### src/shared/pcht_pkg.sv
// package with config-tail register map, field layout and port carriers
package pcht_pkg;

	// ----------------------------------------
	// register indices (config dword index) and byte addresses
	// ----------------------------------------
	localparam logic [5:0] IDX_RESERVED_A = 6'hC;
	localparam logic [5:0] IDX_CAP_PTR = 6'hD;
	localparam logic [5:0] IDX_RESERVED_B = 6'hE;
	localparam logic [5:0] IDX_LAT_GNT_INT = 6'hF;
	localparam logic [7:0] ADDR_RESERVED_A = 8'h30;
	localparam logic [7:0] ADDR_CAP_PTR = 8'h34;
	localparam logic [7:0] ADDR_RESERVED_B = 8'h38;
	localparam logic [7:0] ADDR_LAT_GNT_INT = 8'h3C;

	// ----------------------------------------
	// field values
	// ----------------------------------------
	localparam logic [7:0] CAP_OFFSET = 8'h40;
	localparam logic [7:0] MAX_LATENCY = 8'h00;
	localparam logic [7:0] MIN_GRANT = 8'h00;
	localparam logic [7:0] INT_PIN_INTA = 8'h01;
	localparam logic [7:0] INT_LINE_RESET = 8'h00;
	localparam logic [23:0] ZERO_UPPER = 24'h000000;
	localparam logic [31:0] ZERO_WORD = 32'h00000000;
	localparam int LINE_LSB = 0;
	localparam int LINE_MSB = 7;
	localparam int LANE_LINE = 0;
	localparam int UPPER_LSB = 8;
	localparam int PIN_LSB = 8;
	localparam int PIN_MSB = 15;
	localparam int GNT_LSB = 16;
	localparam int GNT_MSB = 23;
	localparam int LAT_LSB = 24;
	localparam int LAT_MSB = 31;
	localparam logic [31:0] LGI_RESET = 32'h00000100;

	// ----------------------------------------
	// word select positions
	// ----------------------------------------
	localparam int SEL_RESERVED_A = 0;
	localparam int SEL_CAP_PTR = 1;
	localparam int SEL_RESERVED_B = 2;
	localparam int SEL_LAT_GNT_INT = 3;

	// ----------------------------------------
	// port carriers
	// ----------------------------------------
	typedef struct packed {
		logic rd;
		logic wr;
		logic [5:0] idx;
		logic [3:0] be;
		logic [31:0] wdata;
	} pcht_req_t;

	typedef struct packed {
		logic [7:0] int_line;
		logic [31:0] pci_rdata;
		logic [31:0] periph_rdata;
	} pcht_state_t;

	localparam pcht_state_t STATE_RESET = '{
		int_line: INT_LINE_RESET,
		pci_rdata: ZERO_WORD,
		periph_rdata: ZERO_WORD
	};

endpackage

### src/core/pcht_regs.sv
// config header tail: reserved words, capability pointer, latency/grant/interrupt word
`timescale 1ns/1ns
module pcht_regs (
	// clock and reset
	input wire logic core_clk_i,
	input wire logic rst_i,
	// pci configuration port
	input wire pcht_pkg::pcht_req_t pci_req_i,
	output logic [31:0] pci_rdata_o,
	// peripheral bus port
	input wire pcht_pkg::pcht_req_t periph_req_i,
	output logic [31:0] periph_rdata_o,
	// current interrupt line value
	output logic [7:0] int_line_o
);

	// ----------------------------------------
	// state
	// ----------------------------------------
	pcht_pkg::pcht_state_t state_q;
	pcht_pkg::pcht_state_t state_d;

	// ----------------------------------------
	// per-port decode
	// ----------------------------------------
	logic [3:0] pci_sel;
	logic [3:0] periph_sel;
	logic pci_line_we;
	logic periph_line_we;
	logic [31:0] pci_word;
	logic [31:0] periph_word;

	pcht_port_dec u_pcht_port_dec_pci (
		.req_i(pci_req_i),
		.line_i(state_q.int_line),
		.sel_o(pci_sel),
		.line_we_o(pci_line_we),
		.word_o(pci_word)
	);

	pcht_port_dec u_pcht_port_dec_periph (
		.req_i(periph_req_i),
		.line_i(state_q.int_line),
		.sel_o(periph_sel),
		.line_we_o(periph_line_we),
		.word_o(periph_word)
	);

	function automatic logic hits_line(input pcht_pkg::pcht_req_t r);
		return r.wr && (r.idx == pcht_pkg::IDX_LAT_GNT_INT) && r.be[pcht_pkg::LANE_LINE];
	endfunction

	// ----------------------------------------
	// next state
	// ----------------------------------------
	always_comb begin
		state_d = state_q;
		// other bits and words have no storage, so writes there fall away
		if (pci_line_we) begin
			state_d.int_line = pci_req_i.wdata[pcht_pkg::LINE_MSB:pcht_pkg::LINE_LSB];
		end else if (periph_line_we) begin
			state_d.int_line = periph_req_i.wdata[pcht_pkg::LINE_MSB:pcht_pkg::LINE_LSB];
		end
		// read data holds until the next read on that port; a read beside a write sees the old line
		if (pci_req_i.rd) begin
			state_d.pci_rdata = pci_word;
		end
		if (periph_req_i.rd) begin
			state_d.periph_rdata = periph_word;
		end
	end

	always_ff @(posedge core_clk_i) begin
		if (rst_i) begin
			state_q <= pcht_pkg::STATE_RESET;
		end else begin
			state_q <= state_d;
		end
	end

	assign pci_rdata_o = state_q.pci_rdata;
	assign periph_rdata_o = state_q.periph_rdata;
	assign int_line_o = state_q.int_line;

	// ----------------------------------------
	// checks
	// ----------------------------------------
	rsvd_reads_zero_a: assert property (@(posedge core_clk_i) disable iff (rst_i)
		pci_req_i.rd && (pci_req_i.idx == pcht_pkg::IDX_RESERVED_A
			|| pci_req_i.idx == pcht_pkg::IDX_RESERVED_B) |=> pci_rdata_o == 32'h00000000)
		else $error("reserved word read nonzero");
	cap_ptr_read_a: assert property (@(posedge core_clk_i) disable iff (rst_i)
		periph_req_i.rd && periph_req_i.idx == pcht_pkg::IDX_CAP_PTR
			|=> periph_rdata_o == 32'h00000040)
		else $error("capability pointer read wrong");
	cap_ptr_upper_a: assert property (@(posedge core_clk_i) disable iff (rst_i)
		pci_req_i.rd && pci_req_i.idx == pcht_pkg::IDX_CAP_PTR |=> pci_rdata_o[31:8] == 24'h0)
		else $error("capability pointer upper bits nonzero");
	upper_fixed_a: assert property (@(posedge core_clk_i) disable iff (rst_i)
		pci_req_i.rd && pci_req_i.idx == pcht_pkg::IDX_LAT_GNT_INT
			|=> pci_rdata_o[31:16] == 16'h0000)
		else $error("latency or grant field nonzero");
	int_pin_read_a: assert property (@(posedge core_clk_i) disable iff (rst_i)
		periph_req_i.rd && periph_req_i.idx == pcht_pkg::IDX_LAT_GNT_INT
			|=> periph_rdata_o[15:8] == 8'h01)
		else $error("interrupt pin not INTA");
	line_write_a: assert property (@(posedge core_clk_i) disable iff (rst_i)
		hits_line(periph_req_i) && !hits_line(pci_req_i)
			|=> int_line_o == $past(periph_req_i.wdata[7:0]))
		else $error("peripheral line write lost");
	pci_wins_a: assert property (@(posedge core_clk_i) disable iff (rst_i)
		hits_line(pci_req_i) |=> int_line_o == $past(pci_req_i.wdata[7:0]))
		else $error("pci line write lost");
	line_holds_a: assert property (@(posedge core_clk_i) disable iff (rst_i)
		!hits_line(pci_req_i) && !hits_line(periph_req_i) |=> $stable(int_line_o))
		else $error("line changed without write");
	line_readback_a: assert property (@(posedge core_clk_i) disable iff (rst_i)
		pci_req_i.rd && pci_req_i.idx == pcht_pkg::IDX_LAT_GNT_INT
			|=> pci_rdata_o[7:0] == $past(int_line_o))
		else $error("line readback wrong");
	reset_value_a: assert property (@(posedge core_clk_i)
		$past(rst_i) |-> int_line_o == 8'h00)
		else $error("line reset value wrong");


	// ----------------------------------------
	// reserved and unmapped words
	// ----------------------------------------
	rsvd_periph_zero_a: assert property (@(posedge core_clk_i) disable iff (rst_i)
		periph_req_i.rd && (periph_req_i.idx == pcht_pkg::IDX_RESERVED_A
			|| periph_req_i.idx == pcht_pkg::IDX_RESERVED_B)
		|=> periph_rdata_o == pcht_pkg::ZERO_WORD)
		else $error("reserved word read nonzero on peripheral port");

	pci_unmapped_a: assert property (@(posedge core_clk_i) disable iff (rst_i)
		pci_req_i.rd && pci_sel == '0
		|=> pci_rdata_o == pcht_pkg::ZERO_WORD)
		else $error("unmapped pci read nonzero");

	periph_unmapped_a: assert property (@(posedge core_clk_i) disable iff (rst_i)
		periph_req_i.rd && periph_sel == '0
		|=> periph_rdata_o == pcht_pkg::ZERO_WORD)
		else $error("unmapped peripheral read nonzero");

	pci_sel_single_a: assert property (@(posedge core_clk_i) disable iff (rst_i)
		pci_req_i.rd |-> $onehot0(pci_sel))
		else $error("pci decode hit two words");

	periph_sel_single_a: assert property (@(posedge core_clk_i) disable iff (rst_i)
		periph_req_i.rd |-> $onehot0(periph_sel))
		else $error("peripheral decode hit two words");

	// ----------------------------------------
	// capability pointer
	// ----------------------------------------
	cap_ptr_pci_a: assert property (@(posedge core_clk_i) disable iff (rst_i)
		pci_req_i.rd && pci_req_i.idx == pcht_pkg::IDX_CAP_PTR
		|=> pci_rdata_o == {pcht_pkg::ZERO_UPPER, pcht_pkg::CAP_OFFSET})
		else $error("capability pointer read wrong on pci port");

	cap_upper_periph_a: assert property (@(posedge core_clk_i) disable iff (rst_i)
		periph_req_i.rd && periph_req_i.idx == pcht_pkg::IDX_CAP_PTR
		|=> periph_rdata_o[pcht_pkg::LAT_MSB:pcht_pkg::UPPER_LSB] == pcht_pkg::ZERO_UPPER)
		else $error("capability pointer upper bits nonzero on peripheral port");

	// ----------------------------------------
	// fixed fields of the latency/grant/interrupt word
	// ----------------------------------------
	lat_pci_a: assert property (@(posedge core_clk_i) disable iff (rst_i)
		pci_req_i.rd && pci_req_i.idx == pcht_pkg::IDX_LAT_GNT_INT
		|=> pci_rdata_o[pcht_pkg::LAT_MSB:pcht_pkg::LAT_LSB] == pcht_pkg::MAX_LATENCY)
		else $error("max latency field nonzero on pci port");

	gnt_pci_a: assert property (@(posedge core_clk_i) disable iff (rst_i)
		pci_req_i.rd && pci_req_i.idx == pcht_pkg::IDX_LAT_GNT_INT
		|=> pci_rdata_o[pcht_pkg::GNT_MSB:pcht_pkg::GNT_LSB] == pcht_pkg::MIN_GRANT)
		else $error("min grant field nonzero on pci port");

	lat_periph_a: assert property (@(posedge core_clk_i) disable iff (rst_i)
		periph_req_i.rd && periph_req_i.idx == pcht_pkg::IDX_LAT_GNT_INT
		|=> periph_rdata_o[pcht_pkg::LAT_MSB:pcht_pkg::LAT_LSB] == pcht_pkg::MAX_LATENCY)
		else $error("max latency field nonzero on peripheral port");

	gnt_periph_a: assert property (@(posedge core_clk_i) disable iff (rst_i)
		periph_req_i.rd && periph_req_i.idx == pcht_pkg::IDX_LAT_GNT_INT
		|=> periph_rdata_o[pcht_pkg::GNT_MSB:pcht_pkg::GNT_LSB] == pcht_pkg::MIN_GRANT)
		else $error("min grant field nonzero on peripheral port");

	pin_pci_a: assert property (@(posedge core_clk_i) disable iff (rst_i)
		pci_req_i.rd && pci_req_i.idx == pcht_pkg::IDX_LAT_GNT_INT
		|=> pci_rdata_o[pcht_pkg::PIN_MSB:pcht_pkg::PIN_LSB] == pcht_pkg::INT_PIN_INTA)
		else $error("interrupt pin wrong on pci port");

	// ----------------------------------------
	// interrupt line storage
	// ----------------------------------------
	line_rb_periph_a: assert property (@(posedge core_clk_i) disable iff (rst_i)
		periph_req_i.rd && periph_req_i.idx == pcht_pkg::IDX_LAT_GNT_INT
		|=> periph_rdata_o[pcht_pkg::LINE_MSB:pcht_pkg::LINE_LSB] == $past(int_line_o))
		else $error("line readback wrong on peripheral port");

	pci_we_decode_a: assert property (@(posedge core_clk_i) disable iff (rst_i)
		pci_line_we == hits_line(pci_req_i))
		else $error("pci line write enable wrong");

	periph_we_decode_a: assert property (@(posedge core_clk_i) disable iff (rst_i)
		periph_line_we == hits_line(periph_req_i))
		else $error("peripheral line write enable wrong");

	pci_lane_off_a: assert property (@(posedge core_clk_i) disable iff (rst_i)
		pci_req_i.wr && !pci_req_i.be[pcht_pkg::LANE_LINE] && !hits_line(periph_req_i)
		|=> $stable(int_line_o))
		else $error("pci write without line lane changed line");

	periph_lane_off_a: assert property (@(posedge core_clk_i) disable iff (rst_i)
		periph_req_i.wr && !periph_req_i.be[pcht_pkg::LANE_LINE] && !hits_line(pci_req_i)
		|=> $stable(int_line_o))
		else $error("peripheral write without line lane changed line");

	pci_rsvd_write_a: assert property (@(posedge core_clk_i) disable iff (rst_i)
		pci_req_i.wr && pci_req_i.idx != pcht_pkg::IDX_LAT_GNT_INT && !hits_line(periph_req_i)
		|=> $stable(int_line_o))
		else $error("pci write to fixed word changed line");

	periph_rsvd_write_a: assert property (@(posedge core_clk_i) disable iff (rst_i)
		periph_req_i.wr && periph_req_i.idx != pcht_pkg::IDX_LAT_GNT_INT
			&& !hits_line(pci_req_i)
		|=> $stable(int_line_o))
		else $error("peripheral write to fixed word changed line");

	collide_pci_a: assert property (@(posedge core_clk_i) disable iff (rst_i)
		hits_line(pci_req_i) && hits_line(periph_req_i)
		|=> int_line_o == $past(pci_req_i.wdata[pcht_pkg::LINE_MSB:pcht_pkg::LINE_LSB]))
		else $error("colliding writes did not keep pci value");

	// ----------------------------------------
	// reset
	// ----------------------------------------
	reset_rdata_a: assert property (@(posedge core_clk_i)
		$past(rst_i) |-> pci_rdata_o == pcht_pkg::ZERO_WORD
			&& periph_rdata_o == pcht_pkg::ZERO_WORD)
		else $error("read data not cleared by reset");

	reset_word_a: assert property (@(posedge core_clk_i)
		$past(rst_i) |-> {pcht_pkg::MAX_LATENCY, pcht_pkg::MIN_GRANT,
			pcht_pkg::INT_PIN_INTA, int_line_o} == pcht_pkg::LGI_RESET)
		else $error("interrupt word reset value wrong");

endmodule

// ----------------------------------------
// address decode and read mux for one port
// ----------------------------------------
module pcht_port_dec (
	// access from one port
	input wire pcht_pkg::pcht_req_t req_i,
	// stored interrupt line
	input wire logic [7:0] line_i,
	// decode results
	output logic [3:0] sel_o,
	output logic line_we_o,
	output logic [31:0] word_o
);

	// ----------------------------------------
	// word select
	// ----------------------------------------
	// an index outside this stretch selects nothing and so reads zero
	always_comb begin
		sel_o = '0;
		sel_o[pcht_pkg::SEL_RESERVED_A] = req_i.idx == pcht_pkg::IDX_RESERVED_A;
		sel_o[pcht_pkg::SEL_CAP_PTR] = req_i.idx == pcht_pkg::IDX_CAP_PTR;
		sel_o[pcht_pkg::SEL_RESERVED_B] = req_i.idx == pcht_pkg::IDX_RESERVED_B;
		sel_o[pcht_pkg::SEL_LAT_GNT_INT] = req_i.idx == pcht_pkg::IDX_LAT_GNT_INT;
	end

	// ----------------------------------------
	// read word
	// ----------------------------------------
	// reserved words need no term of their own: the zero default covers them
	always_comb begin
		word_o = pcht_pkg::ZERO_WORD;
		if (sel_o[pcht_pkg::SEL_CAP_PTR]) begin
			word_o = {pcht_pkg::ZERO_UPPER, pcht_pkg::CAP_OFFSET};
		end
		if (sel_o[pcht_pkg::SEL_LAT_GNT_INT]) begin
			word_o = {pcht_pkg::MAX_LATENCY, pcht_pkg::MIN_GRANT,
				pcht_pkg::INT_PIN_INTA, line_i};
		end
	end

	// ----------------------------------------
	// line write enable
	// ----------------------------------------
	// without the low byte lane a write to this word stores nothing
	assign line_we_o = req_i.wr && sel_o[pcht_pkg::SEL_LAT_GNT_INT]
		&& req_i.be[pcht_pkg::LANE_LINE];

endmodule

### config.mk
export PLATFORM = sky130hd
export DESIGN_NAME = pcht_regs
export DESIGN_NICKNAME = d
export VERILOG_FILES = /design/src/shared/pcht_pkg.sv /design/src/core/pcht_regs.sv
export SDC_FILE = /design/constraint.sdc
export NUM_CORES = 1
export LEC_CHECK = 0
export BUFFER_PORTS_ARGS = -buffer_cell sky130_fd_sc_hd__buf_4
export CAP_MARGIN = 10
export CORE_MARGIN = 2
export CORE_UTILIZATION = 43
export DETAILED_ROUTE_END_ITERATION = 16
export GPL_TIMING_DRIVEN = 0
export PLACE_DENSITY = 0.85
export SYNTH_ARGS = -nofsm -noshare
export SYNTH_HDL_FRONTEND = slang
export SYNTH_HIERARCHICAL = 1
export SYNTH_SLANG_ARGS = --single-unit
### constraint.sdc
create_clock -name core_clk_i -period 1.3 [get_ports core_clk_i]
set_input_delay 0.26 -clock core_clk_i [delete_from_list [all_inputs] [get_ports core_clk_i]]
set_output_delay 0.26 -clock core_clk_i [all_outputs]
set_load 0.01 [all_outputs]
==> impl_metrics.csv <==
group,metric,value,unit
detailed_routing,drt_wl_total,7040,um
placement,place_ws,-0.323,ns
sta,max_freq,0.848,GHz
worst_setup_path,critPathLaunchType,"flop",
clock_network,cts_tree,"yes",
worst_setup_path,crit_buf_inv,1,
sta,final_hold_viol_count,0,
layout,final_common_cell,"buf_4",
sta,hold_ws,0.233,ns
die,fp.dieW,91.8,um
power_and_ir_drop,p_leak,2.31,nW
worst_setup_path,path_delay_family,"flip-flops",
die,rows,32,
die,die_height,91.8,um
detailed_routing,antenna_left,0,
die,initial_core_util,43.6,%
global_routing,antenna_found_initial,0,
detailed_routing,drc,0,
worst_setup_path,r2r_setup_slack,0.35,ns
power_and_ir_drop,power,4.80,mW
worst_setup_path,crit_arrival,0.92,ns
sta,setup_tns,0,ns
placement,gp_congestion,0.722,
power_and_ir_drop,irDropWorstVdd,0.000622,V
logic_synthesis,syn_inst,340,
worst_setup_path,rr_startpoint,"int_line_o[6]",
worst_setup_path,crit_required,1.04,ns
worst_setup_path,worstSetupPathType,"reg2out",
global_routing,first_global_vias,2483,
placement,io_buffers,104,
layout,diodes,0,
detailed_routing,drt-initial-drc-count,42,
detailed_routing,vias,2590,
layout,seq_area,1440,sq um
logic_synthesis,netlist_area,3310,sq um
worst_setup_path,reg2reg_depth,4,
global_routing,grt-ovfl-total,0,
sta,setup_viol,0,
die,coreArea,7610,sq um
clock_network,numCtsBuffers,9,
clock_network,clk_pin_slew_worst_paths,0.07,ns
worst_hold_path,hold_path.class,"in2reg",
sta,post-route-min-period,1.18,ns
layout,area_growth,38.7,%
layout,final_cell_mix,"buf_4, nor2_1, mux2i_1, dfxtp_1, conb_1",
worst_setup_path,endpoint,"int_line_o[3]",
global_routing,grt_max_degree,12,
clock_network,cts_setup_buffers,0,
worst_setup_path,timing.rr.end,"pci_rdata_o[6]",
worst_setup_path,critPathSlowestCell,"dfxtp_1",
run_status,status,"complete, no violations",
logic_synthesis,synth_area_per_cell,9.75,sq um
layout,nFillCells,662,
sta,drv_slew,0,
detailed_routing,viasPerCell,4.27,
worst_setup_path,cp.depth,1,
placement,dp_hpwl,5420,um
clock_network,clock_path_buffers,2,
sta,rsz0062_at_grt,"no",
layout,final_util,60.4,%
clock_network,ctsHtreeMaxLevel,3,
sta,skew,0.00446,ns
global_routing,grt_pass1_wl,11300,um
logic_synthesis,ys_warn_count,6,
sta,finalWorstSetupSlack,0.121,ns
detailed_routing,drtPass1Iterations,4,
die,dieArea,8430,sq um
layout,drive_above_1_share,37.3,%
die,top_level_ports,162,
clock_network,numClockSinks,72,
power_and_ir_drop,pwr_density_cell,1040,nW/um^2
sta,post-route-period-util,90.7,%
clock_network,insertion_delay,0.33,ns
worst_setup_path,crit_start,"int_line_o[3]",
layout,nets,589,
worst_setup_path,cp-end-kind,"primary output",
layout,multi_input_area,1490,sq um
clock_network,clockRootBuffer,"clkbuf_8",
detailed_routing,wl_per_cell,11.6,um
worst_setup_path,crit_chain,"buf_4",
run,drv_cap,0,
global_routing,grt_use_total,16.9,%
worst_setup_path,cpPeakStageDelay,0.43,ns
worst_setup_path,crit_fanout,4,
[routing by layer]
metal	vias up	share of wire (%)	global-route usage (%)
li1	1344	-	-
met1	1162	42	19.2
met2	74	51	30.8
met3	10	4.9	3.45
met4	0	1.8	6.84
met5	-	0	0
[report_power, final]
part	total [mW]	internal [mW]	switching [mW]
Combinational	0.686	0.397	0.289
Clock	1.77	0.988	0.782
Sequential	2.34	2.29	0.0479
[per-stage QoR]
stage / instance area (sq um) / std cells
2_1_floorplan: 3480 / 384
3_3_place_gp: 4390 / 590
3_5_place_dp: 4390 / 590
4_1_cts: 4590 / 606
5_1_grt: 4600 / 606
6_report: 4600 / 606
[final cells by class]
type                       instances  share of cell area [%]
inverter                           1                  0.0816
buffer                            71                    12.0
tap                              102                    2.78
sequential                        72                    31.3
clock inverter                     3                   0.871
clock buffer                      13                    3.46
timing repair buffer             104                    17.0
multi-input combinational        240                    32.5
[worst min path at each step]
stage | slack [ns] | from | endpoint | cells after the start
after floorplan | 0.45 | pci_req_i[0] | int_line_o[0] | 2
final | 0.23 | pci_req_i[6] | int_line_o[6] | 3
after CTS | 0.23 | pci_req_i[0] | int_line_o[0] | 3
after global routing | 0.23 | pci_req_i[1] | int_line_o[1] | 3
after global placement | 0.47 | periph_rdata_o[26] | periph_rdata_o[26] | 2
after detailed placement | 0.48 | pci_rdata_o[23] | pci_rdata_o[23] | 2
[timing repair]
item,in CTS,in global routing
gates resized for setup,0,1
hold buffers,0,0
setup endpoints to repair,0,8
[flip-flops by register name (all words and copies together), names as in the netlist]
signal and cells:
pci_rdata_o 32, int_line_o 8, periph_rdata_o 32
No activity file was read; power rests on OpenSTA's default activity.
